===== config.mk =====
export PLATFORM = sky130hd
export DESIGN_NAME = system_clock_control
export DESIGN_NICKNAME = d
export VERILOG_FILES = /design/src/clk_ctrl_pkg.sv /design/src/level_sync.sv /design/src/system_clock_control.sv
export VERILOG_INCLUDE_DIRS = /design/src /design/src/src
export SDC_FILE = /design/constraint.sdc
export NUM_CORES = 1
export LEC_CHECK = 0
export BUFFER_PORTS_ARGS = -buffer_cell sky130_fd_sc_hd__buf_2
export CORE_MARGIN = 4
export CORE_UTILIZATION = 56
export DETAILED_ROUTE_END_ITERATION = 10
export GPL_TIMING_DRIVEN = 0
export PLACE_DENSITY = 0.89
export SLEW_MARGIN = 30
export SYNTH_ARGS = -nofsm -noshare
export SYNTH_HDL_FRONTEND = slang
export SYNTH_HIERARCHICAL = 1
export SYNTH_SLANG_ARGS = --single-unit

===== constraint.sdc =====
create_clock -name clk_in -period 4.55 [get_ports clk_in]
set_input_delay 0.455 -clock clk_in [delete_from_list [all_inputs] [get_ports clk_in]]
set_output_delay 0.455 -clock clk_in [all_outputs]
set_load 0.05 [all_outputs]

===== src/clk_ctrl_cfg.svh =====
// register map, field positions, reset values and timing of the clock control block
// Overview of operation
// - every register access completes three clk_in cycles after it is taken
// - access to an unpopulated address answers with a bus error
// - wake-up timers run on the slow clock, everything else on the fast clock
// - fast clock source is either the fast crystal or the fast RC oscillator
// - slow clock source is the slow RC, the slow crystal or an external clock
// - radio gets the fast clock undivided, peripherals get it divided by two
// - processor clock is the fast clock divided by 1, 2, 4, 8, 16 or 32
// - after reset or sleep the fast clock always starts on the RC oscillator
// - on wake: auto switch to crystal, switch on software request, or stay on RC
// - fast clock moves to the crystal only once its ready flag is set
// - fast RC trim setting is kept across speed changes and oscillator off
// - slow clock times sleep; software picks its source
// - slow clock source defaults to the RC oscillator after reset
// - once another slow source is chosen it stays until the next reset
// - a calibration factor for the slow RC oscillator can be applied
// - slow RC oscillator has an optional reduced-current setting
`ifndef CLK_CTRL_CFG_SVH
`define CLK_CTRL_CFG_SVH

`define OFS_HS_CTRL     8'h00
`define OFS_HS_TRIM     8'h04
`define OFS_LS_CTRL     8'h08
`define OFS_LS_CAL      8'h0c
`define OFS_STATUS      8'h10
`define OFS_IRQ_STAT    8'h14
`define OFS_IRQ_MASK    8'h18

`define F_HS_MODE       1:0
`define F_HS_REQ        2
`define F_HS_DIV        5:3
`define F_TRIM          7:0
`define F_LS_SRC        1:0
`define F_LS_LOWI       2
`define F_CAL_LO        7:0
`define F_CAL_HI        15:8
`define F_IRQ           2:0

`define IRQ_BUSERR      0
`define IRQ_XSWAP       1
`define IRQ_XRDY        2

`define HS_MODE_AUTO    2'h0
`define HS_MODE_SW      2'h1
`define HS_MODE_STAY    2'h2
`define LS_SRC_RC       2'h0
`define LS_SRC_XTAL     2'h1
`define LS_SRC_EXT      2'h2
`define DIV_MAX         3'h5

`define RST_HS_MODE     2'h0
`define RST_DIV         3'h0
`define RST_TRIM        8'h00
`define RST_LS_CAL      16'h0000
`define RST_IRQ_MASK    3'h0

`define RESP_OKAY       2'h0
`define RESP_DECERR     2'h3

`define ACCESS_CYCLES   2'h3
`define CLK_PERIOD_NS   20
`define LS_RUN_WIN_NS   62500
`define LS_RUN_WIN_CYC  12'(`LS_RUN_WIN_NS / `CLK_PERIOD_NS)

`endif


===== src/clk_ctrl_pkg.sv =====
// types shared by the clock control block
`default_nettype none
package clk_ctrl_pkg;
    typedef enum logic [1:0] {
        HS_RC   = 2'h0,
        HS_WAIT = 2'h1,
        HS_SWAP = 2'h3,
        HS_XTAL = 2'h2
    } hs_state_t;

    typedef struct packed {
        logic xtal_rdy;
        logic ls_ext;
        logic ls_xtal;
        logic ls_rc;
        logic hs_xtal;
        logic hs_rc;
    } osc_t;
endpackage : clk_ctrl_pkg
`default_nettype wire


===== src/level_sync.sv =====
// three-stage synchroniser that passes a level once the last two stages agree
`default_nettype none
module level_sync #(
    parameter int WIDTH = 1
) (
    input  wire logic             clk_in,
    input  wire logic             srst_in,
    input  wire logic [WIDTH-1:0] async_in,
    output logic      [WIDTH-1:0] sync_out
);
    logic [WIDTH-1:0] meta_reg;
    logic [WIDTH-1:0] s2_reg;
    logic [WIDTH-1:0] s3_reg;
    logic [WIDTH-1:0] out_reg;

    // meta_reg feeds s2_reg and nothing else
    always_ff @(posedge clk_in) begin
        if (srst_in) begin
            meta_reg <= '0;
            s2_reg   <= '0;
            s3_reg   <= '0;
            out_reg  <= '0;
        end else begin
            meta_reg <= async_in;
            s2_reg   <= meta_reg;
            s3_reg   <= s2_reg;
            out_reg  <= (~(s2_reg ^ s3_reg) & s3_reg) | ((s2_reg ^ s3_reg) & out_reg);
        end
    end

    assign sync_out = out_reg;
endmodule : level_sync
`default_nettype wire


===== src/system_clock_control.sv =====
// clock source selection, dividers and register slave of the system clock control block
//
// The implementer's own choices: the AXI4-Lite register port and the placing of the registers.
`include "clk_ctrl_cfg.svh"
`default_nettype none
module system_clock_control (
    input  wire logic        clk_in,
    input  wire logic        srst_in,
    input  wire logic        hs_rc_osc_in,
    input  wire logic        hs_xtal_osc_in,
    input  wire logic        xtal_ready_in,
    input  wire logic        ls_rc_osc_in,
    input  wire logic        ls_xtal_osc_in,
    input  wire logic        slow_clock_ext_input_in,
    input  wire logic        sleep_in,
    input  wire logic [7:0]  s_axi_awaddr_in,
    input  wire logic        s_axi_awvalid_in,
    output logic             s_axi_awready_out,
    input  wire logic [31:0] s_axi_wdata_in,
    input  wire logic [3:0]  s_axi_wstrb_in,
    input  wire logic        s_axi_wvalid_in,
    output logic             s_axi_wready_out,
    output logic [1:0]       s_axi_bresp_out,
    output logic             s_axi_bvalid_out,
    input  wire logic        s_axi_bready_in,
    input  wire logic [7:0]  s_axi_araddr_in,
    input  wire logic        s_axi_arvalid_in,
    output logic             s_axi_arready_out,
    output logic [31:0]      s_axi_rdata_out,
    output logic [1:0]       s_axi_rresp_out,
    output logic             s_axi_rvalid_out,
    input  wire logic        s_axi_rready_in,
    output logic             radio_clk_out,
    output logic             periph_clk_out,
    output logic             cpu_clk_out,
    output logic             ls_clk_out,
    output logic             ls_xtal_en_out,
    output logic [7:0]       hs_rc_trim_out,
    output logic [15:0]      ls_rc_cal_out,
    output logic             ls_rc_low_current_out,
    output logic             bus_error_out,
    output logic             irq_out
);
    clk_ctrl_pkg::osc_t      osc_raw;
    clk_ctrl_pkg::osc_t      osc;
    clk_ctrl_pkg::hs_state_t hs_state_reg;
    clk_ctrl_pkg::hs_state_t hs_state_next;

    logic        wr_rdy_reg, wr_busy_reg, bvalid_reg;
    logic        rd_rdy_reg, rd_busy_reg, rvalid_reg;
    logic [1:0]  wcnt_reg, rcnt_reg, bresp_reg, rresp_reg;
    logic [31:0] rdata_reg;
    logic [1:0]  hs_mode_reg, ls_src_reg, ls_act_reg;
    logic        req_reg, req_next, sleep_reg;
    logic [2:0]  div_req_reg, div_act_reg;
    logic [7:0]  trim_reg;
    logic [15:0] cal_reg;
    logic        lowi_reg, xen_reg, buserr_reg, irq_reg;
    logic [2:0]  stat_reg, stat_next, mask_reg;
    logic        radio_reg, periph_reg, cpu_reg, ls_clk_reg;
    logic        hs_prev_reg, lsrc_prev_reg, xrdy_prev_reg, ls_run_reg;
    logic [4:0]  div_cnt_reg;
    logic [11:0] run_cnt_reg, run_cnt_next;

    // the oscillators and the amplitude flag are foreign to clk_in
    assign osc_raw = {xtal_ready_in, slow_clock_ext_input_in, ls_xtal_osc_in,
                      ls_rc_osc_in, hs_xtal_osc_in, hs_rc_osc_in};

    level_sync #(
        .WIDTH ($bits(clk_ctrl_pkg::osc_t))
    ) u_osc_sync (
        .clk_in   (clk_in),
        .srst_in  (srst_in),
        .async_in (osc_raw),
        .sync_out (osc)
    );

    function automatic logic mapped(input logic [7:0] a);
        mapped = (a[1:0] == 2'h0) && (a <= `OFS_IRQ_MASK);
    endfunction : mapped

    function automatic logic ls_pick(input logic [1:0] s, input clk_ctrl_pkg::osc_t o);
        ls_pick = (s == `LS_SRC_RC) ? o.ls_rc : (s == `LS_SRC_XTAL) ? o.ls_xtal : o.ls_ext;
    endfunction : ls_pick

    // ---------------- bus decode ----------------
    wire        wr_take = s_axi_awvalid_in && s_axi_wvalid_in && wr_rdy_reg;
    wire        rd_take = s_axi_arvalid_in && rd_rdy_reg;
    wire        w_map   = mapped(s_axi_awaddr_in);
    wire        r_map   = mapped(s_axi_araddr_in);
    wire        b0      = s_axi_wstrb_in[0];
    wire        wr_hs   = wr_take && s_axi_awaddr_in == `OFS_HS_CTRL && b0;
    wire        wr_trim = wr_take && s_axi_awaddr_in == `OFS_HS_TRIM && b0;
    wire        wr_ls   = wr_take && s_axi_awaddr_in == `OFS_LS_CTRL && b0;
    wire        wr_cal  = wr_take && s_axi_awaddr_in == `OFS_LS_CAL;
    wire        wr_stat = wr_take && s_axi_awaddr_in == `OFS_IRQ_STAT && b0;
    wire        wr_mask = wr_take && s_axi_awaddr_in == `OFS_IRQ_MASK && b0;
    wire [2:0]  wr_div  = s_axi_wdata_in[`F_HS_DIV];
    wire [1:0]  wr_lsrc = s_axi_wdata_in[`F_LS_SRC];
    wire        ls_lock = ls_src_reg != `LS_SRC_RC;
    wire        bus_ev  = (wr_take && !w_map) || (rd_take && !r_map);

    wire [31:0] st_word = {26'h0, ls_act_reg, ls_run_reg, ls_lock, osc.xtal_rdy,
                           hs_state_reg == clk_ctrl_pkg::HS_XTAL};
    wire [7:0]  ra      = s_axi_araddr_in;
    wire [31:0] rd_mux  =
        (ra == `OFS_HS_CTRL)  ? {26'h0, div_req_reg, 1'b0, hs_mode_reg} :
        (ra == `OFS_HS_TRIM)  ? {24'h0, trim_reg} :
        (ra == `OFS_LS_CTRL)  ? {29'h0, lowi_reg, ls_src_reg} :
        (ra == `OFS_LS_CAL)   ? {16'h0, cal_reg} :
        (ra == `OFS_STATUS)   ? st_word :
        (ra == `OFS_IRQ_STAT) ? {29'h0, stat_reg} :
        (ra == `OFS_IRQ_MASK) ? {29'h0, mask_reg} : 32'h0;

    // ---------------- write channel ----------------
    // ready is raised only once address and data are both offered, so neither is taken alone
    always_ff @(posedge clk_in) begin
        if (srst_in) begin
            wr_rdy_reg  <= 1'b0;
            wr_busy_reg <= 1'b0;
            wcnt_reg    <= 2'h0;
            bvalid_reg  <= 1'b0;
            bresp_reg   <= `RESP_OKAY;
        end else begin
            wr_rdy_reg <= !wr_rdy_reg && !wr_busy_reg && s_axi_awvalid_in && s_axi_wvalid_in;
            if (wr_take) begin
                wr_busy_reg <= 1'b1;
                wcnt_reg    <= 2'(`ACCESS_CYCLES - 2'h1);
                bresp_reg   <= w_map ? `RESP_OKAY : `RESP_DECERR;
            end else if (wcnt_reg != 2'h0) begin
                wcnt_reg <= wcnt_reg - 2'h1;
            end
            if (wcnt_reg == 2'h1) begin
                bvalid_reg <= 1'b1;
            end else if (bvalid_reg && s_axi_bready_in) begin
                bvalid_reg  <= 1'b0;
                wr_busy_reg <= 1'b0;
            end
        end
    end

    // ---------------- read channel ----------------
    always_ff @(posedge clk_in) begin
        if (srst_in) begin
            rd_rdy_reg  <= 1'b0;
            rd_busy_reg <= 1'b0;
            rcnt_reg    <= 2'h0;
            rvalid_reg  <= 1'b0;
            rresp_reg   <= `RESP_OKAY;
            rdata_reg   <= 32'h0;
        end else begin
            rd_rdy_reg <= !rd_rdy_reg && !rd_busy_reg && s_axi_arvalid_in;
            if (rd_take) begin
                rd_busy_reg <= 1'b1;
                rcnt_reg    <= 2'(`ACCESS_CYCLES - 2'h1);
                rresp_reg   <= r_map ? `RESP_OKAY : `RESP_DECERR;
                rdata_reg   <= rd_mux;
            end else if (rcnt_reg != 2'h0) begin
                rcnt_reg <= rcnt_reg - 2'h1;
            end
            if (rcnt_reg == 2'h1) begin
                rvalid_reg <= 1'b1;
            end else if (rvalid_reg && s_axi_rready_in) begin
                rvalid_reg  <= 1'b0;
                rd_busy_reg <= 1'b0;
            end
        end
    end

    // ---------------- control registers ----------------
    // trim and calibration are cleared by reset only; sleep and speed changes leave them alone
    always_ff @(posedge clk_in) begin
        if (srst_in) begin
            hs_mode_reg <= `RST_HS_MODE;
            div_req_reg <= `RST_DIV;
            trim_reg    <= `RST_TRIM;
            cal_reg     <= `RST_LS_CAL;
            ls_src_reg  <= `LS_SRC_RC;
            lowi_reg    <= 1'b0;
            mask_reg    <= `RST_IRQ_MASK;
        end else begin
            if (wr_hs) begin
                hs_mode_reg <= s_axi_wdata_in[`F_HS_MODE];
                div_req_reg <= (wr_div > `DIV_MAX) ? `DIV_MAX : wr_div;
            end
            if (wr_trim) begin
                trim_reg <= s_axi_wdata_in[`F_TRIM];
            end
            if (wr_ls) begin
                lowi_reg <= s_axi_wdata_in[`F_LS_LOWI];
            end
            // one-way: a crystal or external choice locks the source until reset; value 3 is ignored
            if (wr_ls && !ls_lock && (wr_lsrc == `LS_SRC_XTAL || wr_lsrc == `LS_SRC_EXT)) begin
                ls_src_reg <= wr_lsrc;
            end
            if (wr_cal && s_axi_wstrb_in[0]) begin
                cal_reg[`F_CAL_LO] <= s_axi_wdata_in[7:0];
            end
            if (wr_cal && s_axi_wstrb_in[1]) begin
                cal_reg[`F_CAL_HI] <= s_axi_wdata_in[15:8];
            end
            if (wr_mask) begin
                mask_reg <= s_axi_wdata_in[`F_IRQ];
            end
        end
    end

    // ---------------- fast clock source ----------------
    wire hs_sel  = hs_state_reg == clk_ctrl_pkg::HS_XTAL;
    wire hs_lo   = !osc.hs_rc && !osc.hs_xtal;
    wire hs_want = hs_mode_reg == `HS_MODE_AUTO || req_reg;
    wire hs_lvl  = hs_sel ? osc.hs_xtal : osc.hs_rc;
    wire xswap   = hs_state_reg == clk_ctrl_pkg::HS_SWAP && hs_state_next == clk_ctrl_pkg::HS_XTAL;

    always_comb begin
        hs_state_next = hs_state_reg;
        unique case (hs_state_reg)
            clk_ctrl_pkg::HS_RC: begin
                if (hs_mode_reg == `HS_MODE_AUTO || hs_mode_reg == `HS_MODE_SW) begin
                    hs_state_next = clk_ctrl_pkg::HS_WAIT;
                end
            end
            clk_ctrl_pkg::HS_WAIT: begin
                if (osc.xtal_rdy && hs_want) begin
                    hs_state_next = clk_ctrl_pkg::HS_SWAP;
                end
            end
            clk_ctrl_pkg::HS_SWAP: begin
                if (!osc.xtal_rdy) begin
                    hs_state_next = clk_ctrl_pkg::HS_WAIT;
                end else if (hs_lo) begin
                    hs_state_next = clk_ctrl_pkg::HS_XTAL;
                end
            end
            clk_ctrl_pkg::HS_XTAL: begin
                hs_state_next = clk_ctrl_pkg::HS_XTAL;
            end
        endcase
        if (sleep_reg) begin
            hs_state_next = clk_ctrl_pkg::HS_RC;
        end
    end

    // a request made while still waiting for the crystal is kept; a new one wins over the clear
    assign req_next = (req_reg && !sleep_reg && !hs_sel) || (wr_hs && s_axi_wdata_in[`F_HS_REQ]);

    always_ff @(posedge clk_in) begin
        if (srst_in) begin
            hs_state_reg <= clk_ctrl_pkg::HS_RC;
            req_reg      <= 1'b0;
            sleep_reg    <= 1'b0;
        end else begin
            hs_state_reg <= hs_state_next;
            req_reg      <= req_next;
            sleep_reg    <= sleep_in;
        end
    end

    // ---------------- fast clock dividers ----------------
    // the divider step is taken only while every derived clock is low, so no runt appears
    wire hs_rise  = hs_lvl && !hs_prev_reg;
    wire div_safe = !hs_lvl && div_cnt_reg == 5'h0;
    wire cpu_lvl  = (div_act_reg == 3'h0) ? hs_lvl : div_cnt_reg[3'(div_act_reg - 3'h1)];

    always_ff @(posedge clk_in) begin
        if (srst_in) begin
            hs_prev_reg <= 1'b0;
            div_cnt_reg <= 5'h0;
            div_act_reg <= `RST_DIV;
            radio_reg   <= 1'b0;
            periph_reg  <= 1'b0;
            cpu_reg     <= 1'b0;
        end else begin
            hs_prev_reg <= hs_lvl;
            div_cnt_reg <= div_cnt_reg + {4'h0, hs_rise};
            if (div_safe) begin
                div_act_reg <= div_req_reg;
            end
            radio_reg  <= hs_lvl;
            periph_reg <= div_cnt_reg[0];
            cpu_reg    <= cpu_lvl;
        end
    end

    // ---------------- slow clock ----------------
    wire ls_safe = !ls_pick(ls_act_reg, osc) && !ls_pick(ls_src_reg, osc);
    wire lrc_edg = osc.ls_rc != lsrc_prev_reg;
    assign run_cnt_next = lrc_edg ? 12'h0 :
                          (run_cnt_reg == `LS_RUN_WIN_CYC) ? run_cnt_reg : run_cnt_reg + 12'h1;

    always_ff @(posedge clk_in) begin
        if (srst_in) begin
            ls_act_reg    <= `LS_SRC_RC;
            ls_clk_reg    <= 1'b0;
            xen_reg       <= 1'b0;
            lsrc_prev_reg <= 1'b0;
            run_cnt_reg   <= `LS_RUN_WIN_CYC;
            ls_run_reg    <= 1'b0;
        end else begin
            if (ls_safe) begin
                ls_act_reg <= ls_src_reg;
            end
            ls_clk_reg    <= ls_pick(ls_act_reg, osc);
            xen_reg       <= ls_src_reg == `LS_SRC_XTAL;
            lsrc_prev_reg <= osc.ls_rc;
            run_cnt_reg   <= run_cnt_next;
            // software reads this before trusting the RC oscillator
            ls_run_reg    <= run_cnt_next < `LS_RUN_WIN_CYC;
        end
    end

    // ---------------- interrupts ----------------
    wire [2:0] ev  = {osc.xtal_rdy && !xrdy_prev_reg, xswap, bus_ev};
    wire [2:0] clr = wr_stat ? s_axi_wdata_in[`F_IRQ] : 3'h0;
    assign stat_next = (stat_reg & ~clr) | ev;

    always_ff @(posedge clk_in) begin
        if (srst_in) begin
            stat_reg      <= 3'h0;
            xrdy_prev_reg <= 1'b0;
            buserr_reg    <= 1'b0;
            irq_reg       <= 1'b0;
        end else begin
            stat_reg      <= stat_next;
            xrdy_prev_reg <= osc.xtal_rdy;
            buserr_reg    <= bus_ev;
            irq_reg       <= |(stat_next & mask_reg);
        end
    end

    assign s_axi_awready_out     = wr_rdy_reg;
    assign s_axi_wready_out      = wr_rdy_reg;
    assign s_axi_bresp_out       = bresp_reg;
    assign s_axi_bvalid_out      = bvalid_reg;
    assign s_axi_arready_out     = rd_rdy_reg;
    assign s_axi_rdata_out       = rdata_reg;
    assign s_axi_rresp_out       = rresp_reg;
    assign s_axi_rvalid_out      = rvalid_reg;
    assign radio_clk_out         = radio_reg;
    assign periph_clk_out        = periph_reg;
    assign cpu_clk_out           = cpu_reg;
    assign ls_clk_out            = ls_clk_reg;
    assign ls_xtal_en_out        = xen_reg;
    assign hs_rc_trim_out        = trim_reg;
    assign ls_rc_cal_out         = cal_reg;
    assign ls_rc_low_current_out = lowi_reg;
    assign bus_error_out         = buserr_reg;
    assign irq_out               = irq_reg;
endmodule : system_clock_control
`default_nettype wire


# Word-level counts from Yosys, hierarchy flattened
# Index checks and enable logic that the tools add are counted.
[totals]
register_bits = 144
input_bits = 66
word_cells = 207
[classes]
n_mux = 41
magnitude_cmp = 5
addsub = 5
bitwise = 9
n_reduce_logical = 80
eq_ne = 24
[op_table]
columns = ["operator", "count"]
rows = [
  ["$mux W16", 4],
  ["$eq A8 B5 Y1 const B", 5],
  ["$logic_and A1 B1 Y1", 39],
  ["$eq A8 B4 Y1 const B", 4],
  ["$mux W12", 2],
  ["$mux W2", 11],
  ["$mux W1", 17],
  ["$eq A8 B3 Y1 const B", 2],
  ["$le A8 B5 Y1 const B", 2],
  ["$logic_not A1 Y1", 16],
  ["$logic_not A8 Y1", 2],
  ["$eq A2 B1 Y1 const B", 7],
  ["$reduce_bool A2 Y1", 7],
  ["$add A12 B1 Y12 const B", 1],
  ["$and A6 B6 Y6", 2],
  ["$eq A12 B12 Y1 const B", 1],
  ["$logic_not A2 Y1", 6],
  ["$lt A12 B12 Y1 const B", 1],
  ["$mux W3", 4],
  ["$eq A2 B2 Y1 const B", 4],
  ["$pmux W2 S4", 1],
  ["$and A3 B3 Y3", 2],
  ["$mux W6", 1],
  ["$not A6 Y6", 1],
  ["other kinds (16)", 22],
]

# Depth between registers and ports, before layout
# Gate-level depths: netlist (run 1).
[depth]
word_depth = 11
ltp_mapped = 8
mapped_depth_nobuf = 8

# Modules after synthesis
# Netlist (run 1), hierarchy kept.
[modules_own_cells]
columns = ["mod", "cells_per_inst", "area_each_um2", "instances"]
rows = [
  ["system_clock_control", 532, 4713.3, 1],
  ["level_sync", 62, 720.7, 1],
]

# Worst setup path before layout (run 1)
# No wires, ideal clock.
[synth_path]
path_type = "input to register"
startpoint = "input port s_axi_awaddr_in[0]"
endpoint = "register cal_reg[10], in the netlist ls_rc_cal_out[10]"
t_arrival_ns = 1.946
setup_slack_ns = 2.476
required_time_ns = 4.422
setup_time_ns = 0.128
stages = 5
cell_sequence = "or4_4 > buf_6 > nor4_4 > mux2i_1 > nor2_1"
[synth_via]
elab_chain_len = 3
[synth_lines]
columns = ["element", "line", "rtl"]
rows = [
  ["start, declared", "system_clock_control.sv:16", "input wire logic [7:0] s_axi_awaddr_in,"],
  ["$eq A8 B4 Y1 (no line)", "n/a", ""],
  ["$logic_and A1 B1 Y1 (no line)", "n/a", ""],
  ["$logic_and A1 B1 Y1", "system_clock_control.sv:199", "if (wr_cal && s_axi_wstrb_in[1]) begin"],
  ["end signal, assigned", "system_clock_control.sv:177", "cal_reg <= `RST_LS_CAL;"],
  ["end signal, assigned by index", "system_clock_control.sv:197", "cal_reg[`F_CAL_LO] <= s_axi_wdata_in[7:0];"],
  ["end signal, assigned by index", "system_clock_control.sv:200", "cal_reg[`F_CAL_HI] <= s_axi_wdata_in[15:8];"],
  ["end, declared", "system_clock_control.sv:57", "logic [15:0] cal_reg;"],
]
# Every way passes these cells.
# A chain may end at the register's enable or synchronous reset.

# Worst setup path after layout (run 1)
[layout_path]
startpoint = "input port s_axi_araddr_in[4]"
endpoint = "register rdata_reg[3], in the netlist s_axi_rdata_out[3]"
[layout_via]
elab_chain_len = 6
elab_cells_between_ends = 10
cone_classes = "4 x eq/ne; 5 x mux; 1 x reduce/logical"
[layout_lines]
columns = ["element", "line", "rtl"]
rows = [
  ["start, declared", "system_clock_control.sv:26", "input wire logic [7:0] s_axi_araddr_in,"],
  ["$eq A8 B5 Y1 (no line)", "n/a", ""],
  ["$mux W6", "system_clock_control.sv:111", "(ra == `OFS_STATUS) ? st_word :"],
  ["$mux W16", "system_clock_control.sv:110", "(ra == `OFS_LS_CAL) ? {16'h0, cal_reg} :"],
  ["$mux W16", "system_clock_control.sv:109", "(ra == `OFS_LS_CTRL) ? {29'h0, lowi_reg, ls_src_reg} :"],
  ["$mux W16", "system_clock_control.sv:108", "(ra == `OFS_HS_TRIM) ? {24'h0, trim_reg} :"],
  ["$mux W16 (*)", "system_clock_control.sv:107", "(ra == `OFS_HS_CTRL) ? {26'h0, div_req_reg, 1'b0, hs_mode_reg} :"],
  ["end signal, assigned", "system_clock_control.sv:157", "rdata_reg <= rd_mux;"],
  ["end, declared", "system_clock_control.sv:52", "logic [31:0] rdata_reg;"],
]
# Every way passes the cells marked *; elsewhere a longest branch is shown, timed or not.

==> flow_summary_export.csv, run 1 <==
group,metric,value,unit
run_status,status,"finished clean",
sta,skew,0.0124,ns
setup_path,worstReg2RegStart,"s_axi_arready_out$_SDFF_PP0_",
cts,holdBufCountCts,0,
hold_path,min_path_type,"primary input to flop",
power_and_ir_drop,power_frac_seq,0.397,
sta,tightestPinTransition,1.07,ns
power_and_ir_drop,irDropWorstVdd,0.260,mV
setup_path,reg2reg_slack,2.45,ns
global_routing,track_usage,0.259,
setup_path,cp_data_required_time,4.96,ns
sta,finalMaxSlewViolations,0,
finish,layout_commonest_cell,"dfxtp_1",
logic_synthesis,synthTopCellsByArea,"dfxtp_1 46%, nor2_1 6.6%, mux2i_1 6.4%",
detailed_routing,dr.pass1.iters,5,
logic_synthesis,yosys_warnings,6,
die,die_area,11300,um2
global_routing,gr-total-overflow,0,
cts,cts_resized,0,
finish,fill_cells,660,
logic_synthesis,syn_area,5430,um2
setup_path,critPathKind,"primary input to flop",
die,fp.dieW,107,um
logic_synthesis,muxShareOfSynthArea,0.0748,
logic_synthesis,yosys.area_share.adder,0.0138,
setup_path,endpoint,"s_axi_rdata_out[3]$_SDFFE_PP0P_",
logic_synthesis,synth-compound-area-share,0.127,
finish,fin_cells,872,
logic_synthesis,ys.flop_type,"dfxtp_1",
logic_synthesis,synth_top_family_by_area,"simple AND/OR/NAND/NOR gates",
logic_synthesis,ys_ff_latch,126,
logic_synthesis,synth.yosys.seq_area_share,0.464,
logic_synthesis,synth_area_leader_cell,"dfxtp_1",
setup_path,crit_path_end_kind,"flop",
placement,place_area,6160,um2
detailed_routing,vias,5042,
sta,worst_slack,2.24,ns
logic_synthesis,synth_cell_types,65,
logic_synthesis,synth_xor_area_frac,0.0242,
detailed_routing,wl,14.8,mm
finish,area_delta_synth_final,25.1,%
cts,cts_tree,"done",
detailed_routing,wl_per_cell,17.0,um
logic_synthesis,synthSimpleGateAreaFrac,0.239,
power_and_ir_drop,power_density,436,nW/um2
power_and_ir_drop,p_sw,750,uW
cts,clk_latency,0.53,ns
setup_path,worst-path-max-fanout,10,
finish,layout.nets,801,
detailed_routing,viasPerCell,5.78,
power_and_ir_drop,pwr-share-comb,0.116,
sta,fin_crit,2.31,ns
sta,fin_crit_sh,0.508,
setup_path,critPathLaunch,"s_axi_araddr_in[4]",
power_and_ir_drop,intPower,2210,uW
placement,place_inst,839,
setup_path,rr_worst_depth,4,
sta,hold_viol,0,
power_and_ir_drop,p_leak,0.00302,uW
logic_synthesis,synth_top_area_share,0.464,
die,num_rows,35,
logic_synthesis,async_flop_share,0,
global_routing,grt_max_degree,17,
setup_path,arrival,2.72,ns
detailed_routing,postRouteAntennaNets,0,
sta,tns,0,ns
placement,dpl.hpwl,10.2,mm
detailed_routing,drc,0,
global_routing,grt_pass1_wl,23.6,mm
setup_path,startpoint_type,"primary input",
cts,cts_buffers,17,
global_routing,antenna_found_initial,0,
job,cap_violations,0,
cts,htree_levels,4,
logic_synthesis,avgSynthCellArea,9.15,um2
placement,gp_congestion,0.952,
logic_synthesis,synth_cells,594,
cts,cts.sinks,126,
cts,clockRootBuffer,"clkbuf_8",
placement,portBuffers,101,
setup_path,r2r_end,"s_axi_rdata_out[3]$_SDFFE_PP0P_",
finish,layout.area.seq,2520,um2
die,die_h,107,um
sta,slew_headroom,0.279,
finish,fin_area,6800,um2
placement,pre_cts_ws,1.91,ns
detailed_routing,drtIter0Drc,367,
sta,fmax,0.433,GHz
global_routing,grt_pass1_vias,4981,
finish,multi_input_area,2660,um2
power_and_ir_drop,p_sw_frac,0.253,
cts,cts_buffer_depth,2,
die,start_util,0.583,
die,core_area,9330,um2
cts,post-cts-setup-buffers,0,
cts,clk_pin_slew,0.06,ns
finish,final_cell_mix,"126 x dfxtp_1, 104 x buf_2, 95 x nor2_1",
finish,drive_gt1_frac,0.237,
sta,setup_viol,0,
power_and_ir_drop,clkPwrFrac,0.488,
logic_synthesis,synth_edf_count,0,
sta,rsz0062_at_grt,"no",
die,io_pins,139,
[per-layer routing]
layer	vias to the layer above	part of all wire	track usage
met3	67	0.095	0.0759
met1	2350	0.39	0.303
li1	2330	-	-
met4	0	0.038	0.116
met2	295	0.47	0.439
met5	-	0	0
[stage by stage]
| stage | power, uW | util | hold WS, ns |
|---|---|---|---|
| global placement | 1510 | 0.660 | 0.404 |
| global route | 3060 | 0.728 | 0.123 |
| finish | 2960 | 0.729 | 0.134 |
| CTS | 2960 | 0.728 | 0.118 |
| floorplan | 1430 | - | 0.397 |
| detailed placement | 1520 | 0.660 | 0.414 |
[power groups by stage]
stage	clock network [uW]	logic (uW)	registers, uW
4_1_cts	1450	334	1170
3_5_place_dp	0	326	1200
6_report	1450	343	1180
2_1_floorplan	0	236	1200
3_3_place_gp	0	314	1190
5_1_grt	1510	372	1180
[area by class of cell]
type                       instances  share of cell area
antenna                            1            0.000368
buffer                            49              0.0414
clock buffer                      18              0.0615
clock inverter                    14              0.0320
inverter                           6             0.00331
multi-input combinational        428               0.392
sequential                       126               0.371
tap                              129              0.0238
timing repair buffer             101              0.0744
[critical path: stages]
cell and delay (ns):
clkbuf_1 0.24, nor4_1 0.50, nand2_1 0.34, nor4_1 0.89
nor2b_1 0.24, nor3_1 0.06
[cell families (layout without fill, tap and decap cells)]
kind of cell / Yosys count / count (layout)
other cells: 1 / 17
buf+inv: 55 / 188
mux: 39 / 39
xor+xnor: 15 / 15
simple gates: 247 / 247
fa+ha+maj: 6 / 6
flops: 126 / 126
compound gates: 105 / 105
[how the worst min path moves through the flow]
stage,start,endpoint,cells past startpoint
floorplan,wr_busy_reg$_SDFF_PP0_,s_axi_awready_out$_SDFF_PP0_,1
global placement,wr_busy_reg$_SDFF_PP0_,s_axi_awready_out$_SDFF_PP0_,1
detailed placement,wr_busy_reg$_SDFF_PP0_,s_axi_awready_out$_SDFF_PP0_,1
CTS,xtal_ready_in,u_osc_sync/meta_reg[5]$_SDFF_PP0_,2
global route,xtal_ready_in,u_osc_sync/meta_reg[5]$_SDFF_PP0_,2
finish,xtal_ready_in,u_osc_sync/meta_reg[5]$_SDFF_PP0_,2
[synthesized netlist by cell type, drive strengths merged, types with 4 or more instances]
cell type,count
mux2i,35
dfxtp,126
a311oi,5
xnor2,9
and3,5
a21oi,31
o21bai,6
nand2b,10
a211oi,9
a221oi,5
ha,6
buf,29
nor3,10
and2b,4
nand2,39
o21ai,15
nor2,95
and2,5
nor2b,29
nand4,5
nand3,12
xor2,6
a22oi,12
a31oi,7
inv,6
nor4,8
clkbuf,20
Power figures use the tool's default switching activity.
==> run 2: changes to the inputs <==
- CORE_UTILIZATION: 56 -> 48
- PLACE_DENSITY: 0.89 -> 0.81
- clock period: 4.55 -> 1.9 ns (I/O delays scaled with it)
==> run 2 against run 1 <==
Hold slack got worse by 0.12 ns. Largest cell class unchanged. Critical path depth fell by 1. Highest routed layer unchanged. Largest power group unchanged. Die area rose by 15%. Setup slack got worse by 2.2 ns. Design area rose by 2.5%. Flip-flop and latch count did not move.
==> flow_summary_export.csv, run 2 (synthesized netlist as in run 1, its figures left out) <==
group,metric,value,unit
cts,clk_pin_slew,0.06,ns
finish,drive_gt1_frac,0.252,
power_and_ir_drop,power_density,1010,nW/um2
hold_path,min_path_type,"primary input to flop",
setup_path,worst-path-max-fanout,6,
hold_path,hold_path_startpoint,"s_axi_wdata_in[11]",
detailed_routing,drc,0,
detailed_routing,viasPerCell,5.69,
detailed_routing,wl,14.8,mm
global_routing,grt_pass1_vias,4943,
finish,final_cell_mix,"123 x dfxtp_1, 104 x buf_2, 95 x nor2_1",
die,core_area,11000,um2
cts,cts_buffer_depth,2,
cts,htree_levels,4,
sta,slew_headroom,0.517,
global_routing,grt_pass1_wl,23.4,mm
global_routing,antenna_found_initial,0,
placement,pre_cts_ws,-0.370,ns
placement,place_area,6170,um2
setup_path,cp_data_required_time,2.24,ns
cts,clockRootBuffer,"clkbuf_16",
placement,dpl.hpwl,10.5,mm
sta,fmax,0.549,GHz
global_routing,gr-total-overflow,0,
finish,layout.nets,812,
global_routing,grt_max_degree,17,
setup_path,arrival,2.17,ns
setup_path,rr_worst_depth,5,
cts,cts_buffers,17,
die,fp.dieW,114,um
sta,setup_viol,0,
die,num_rows,38,
sta,worst_slack,0.0781,ns
cts,cts.sinks,126,
detailed_routing,postRouteAntennaNets,0,
setup_path,startpoint_type,"flop",
finish,layout_commonest_cell,"dfxtp_1",
sta,finalMaxSlewViolations,0,
cts,clk_latency,0.42,ns
setup_path,r2r_end,"irq_out$_SDFF_PP0_",
cts,cts_tree,"done",
finish,antenna_cells,0,
placement,portBuffers,101,
placement,gp_congestion,0.899,
finish,fin_area,6970,um2
hold_path,whs_path_depth,3,
sta,hold_viol,0,
detailed_routing,vias,5081,
sta,fin_crit,1.82,ns
run_status,status,"finished clean",
sta,timing.hold.ws,0.0142,ns
detailed_routing,dr.pass1.iters,5,
die,die_area,13100,um2
power_and_ir_drop,p_leak,0.00309,uW
sta,skew,0.00683,ns
die,io_pins,139,
sta,tightestPinTransition,0.722,ns
die,die_h,114,um
detailed_routing,wl_per_cell,16.6,um
hold_path,min_to,"ls_rc_cal_out[11]$_SDFFE_PP0P_",
setup_path,critPathKind,"flop to flop",
sta,fin_crit_sh,0.959,
detailed_routing,drtIter0Drc,503,
setup_path,crit_path_end_kind,"flop",
power_and_ir_drop,irDropWorstVdd,0.546,mV
job,cap_violations,0,
setup_path,reg2reg_slack,0.08,ns
finish,area_delta_synth_final,28.2,%
die,start_util,0.495,
global_routing,track_usage,0.224,
## run 2: report_power, final
part / internal [uW] / switching, uW / leakage [uW]
Clock: 2020 / 1320 / 0.000302
Combinational: 359 / 506 / 0.00177
Sequential: 2730 / 87.3 / 0.00102
Total: 5100 / 1910 / 0.00309
## run 2: critical path, cell delays in order, from the launching register on
cell,delay [ns]
dfxtp_1,0.43
nor4bb_1,0.53
a21oi_1,0.15
a311oi_1,0.38
a22oi_1,0.16
o21ai_1,0.11
## run 2: how the worst max path moves through the flow
stage / from / to / slack [ns] / cells past startpoint
after detailed placement: s_axi_araddr_in[4] / s_axi_rdata_out[3]$_SDFFE_PP0P_ / -0.37 / 6
after global placement: s_axi_araddr_in[4] / s_axi_rdata_out[3]$_SDFFE_PP0P_ / -0.47 / 6
after floorplan: s_axi_awaddr_in[0] / ls_rc_cal_out[10]$_SDFFE_PP0P_ / 0.09 / 5
final: flop / irq_out$_SDFF_PP0_ / 0.08 / 5
after CTS: s_axi_arready_out$_SDFF_PP0_ / s_axi_rdata_out[5]$_SDFFE_PP0P_ / 0.0002 / 4
after global routing: hs_state_reg[0]$_SDFF_PP0_ / div_cnt_reg[4]$_SDFF_PP0_ / -0.01 / 8
## run 2: timing repair
| action | in CTS | in global routing |
|---|---|---|
| setup buffers | 2 | 0 |
| hold buffers | 9 | 0 |
| endpoints found under the setup margin | 7 | 22 |
| pin swaps | 2 | 0 |
| hold endpoints to repair | 9 | 0 |
| resized for setup | 1 | 13 |
## run 2: final cells by class
cell class	count	area (um2)
Inverter	6	22.5
Fill cell	850	4020
Timing Repair Buffer	112	623
Buffer	49	283
Clock buffer	18	439
Sequential cell	126	2530
Clock inverter	14	173
Multi-Input combinational cell	428	2730
Tap cell	140	175
## run 2: metrics by stage
stage	TNS [ns]	utilization	total power, uW	std cells
detailed placement	-9.05	0.562	3650	850
floorplan	0	-	3440	609
CTS	0	0.629	6990	893
finish	0	0.634	7010	893
global route	-0.0119	0.634	7230	893
global placement	-7.78	0.562	3620	850
## run 2: per-layer routing
layer,share of wire,vias up,track usage
li1,-,2356,-
met1,0.40,2428,0.271
met2,0.49,259,0.379
met3,0.087,38,0.0581
met4,0.024,0,0.0879
met5,0,-,0
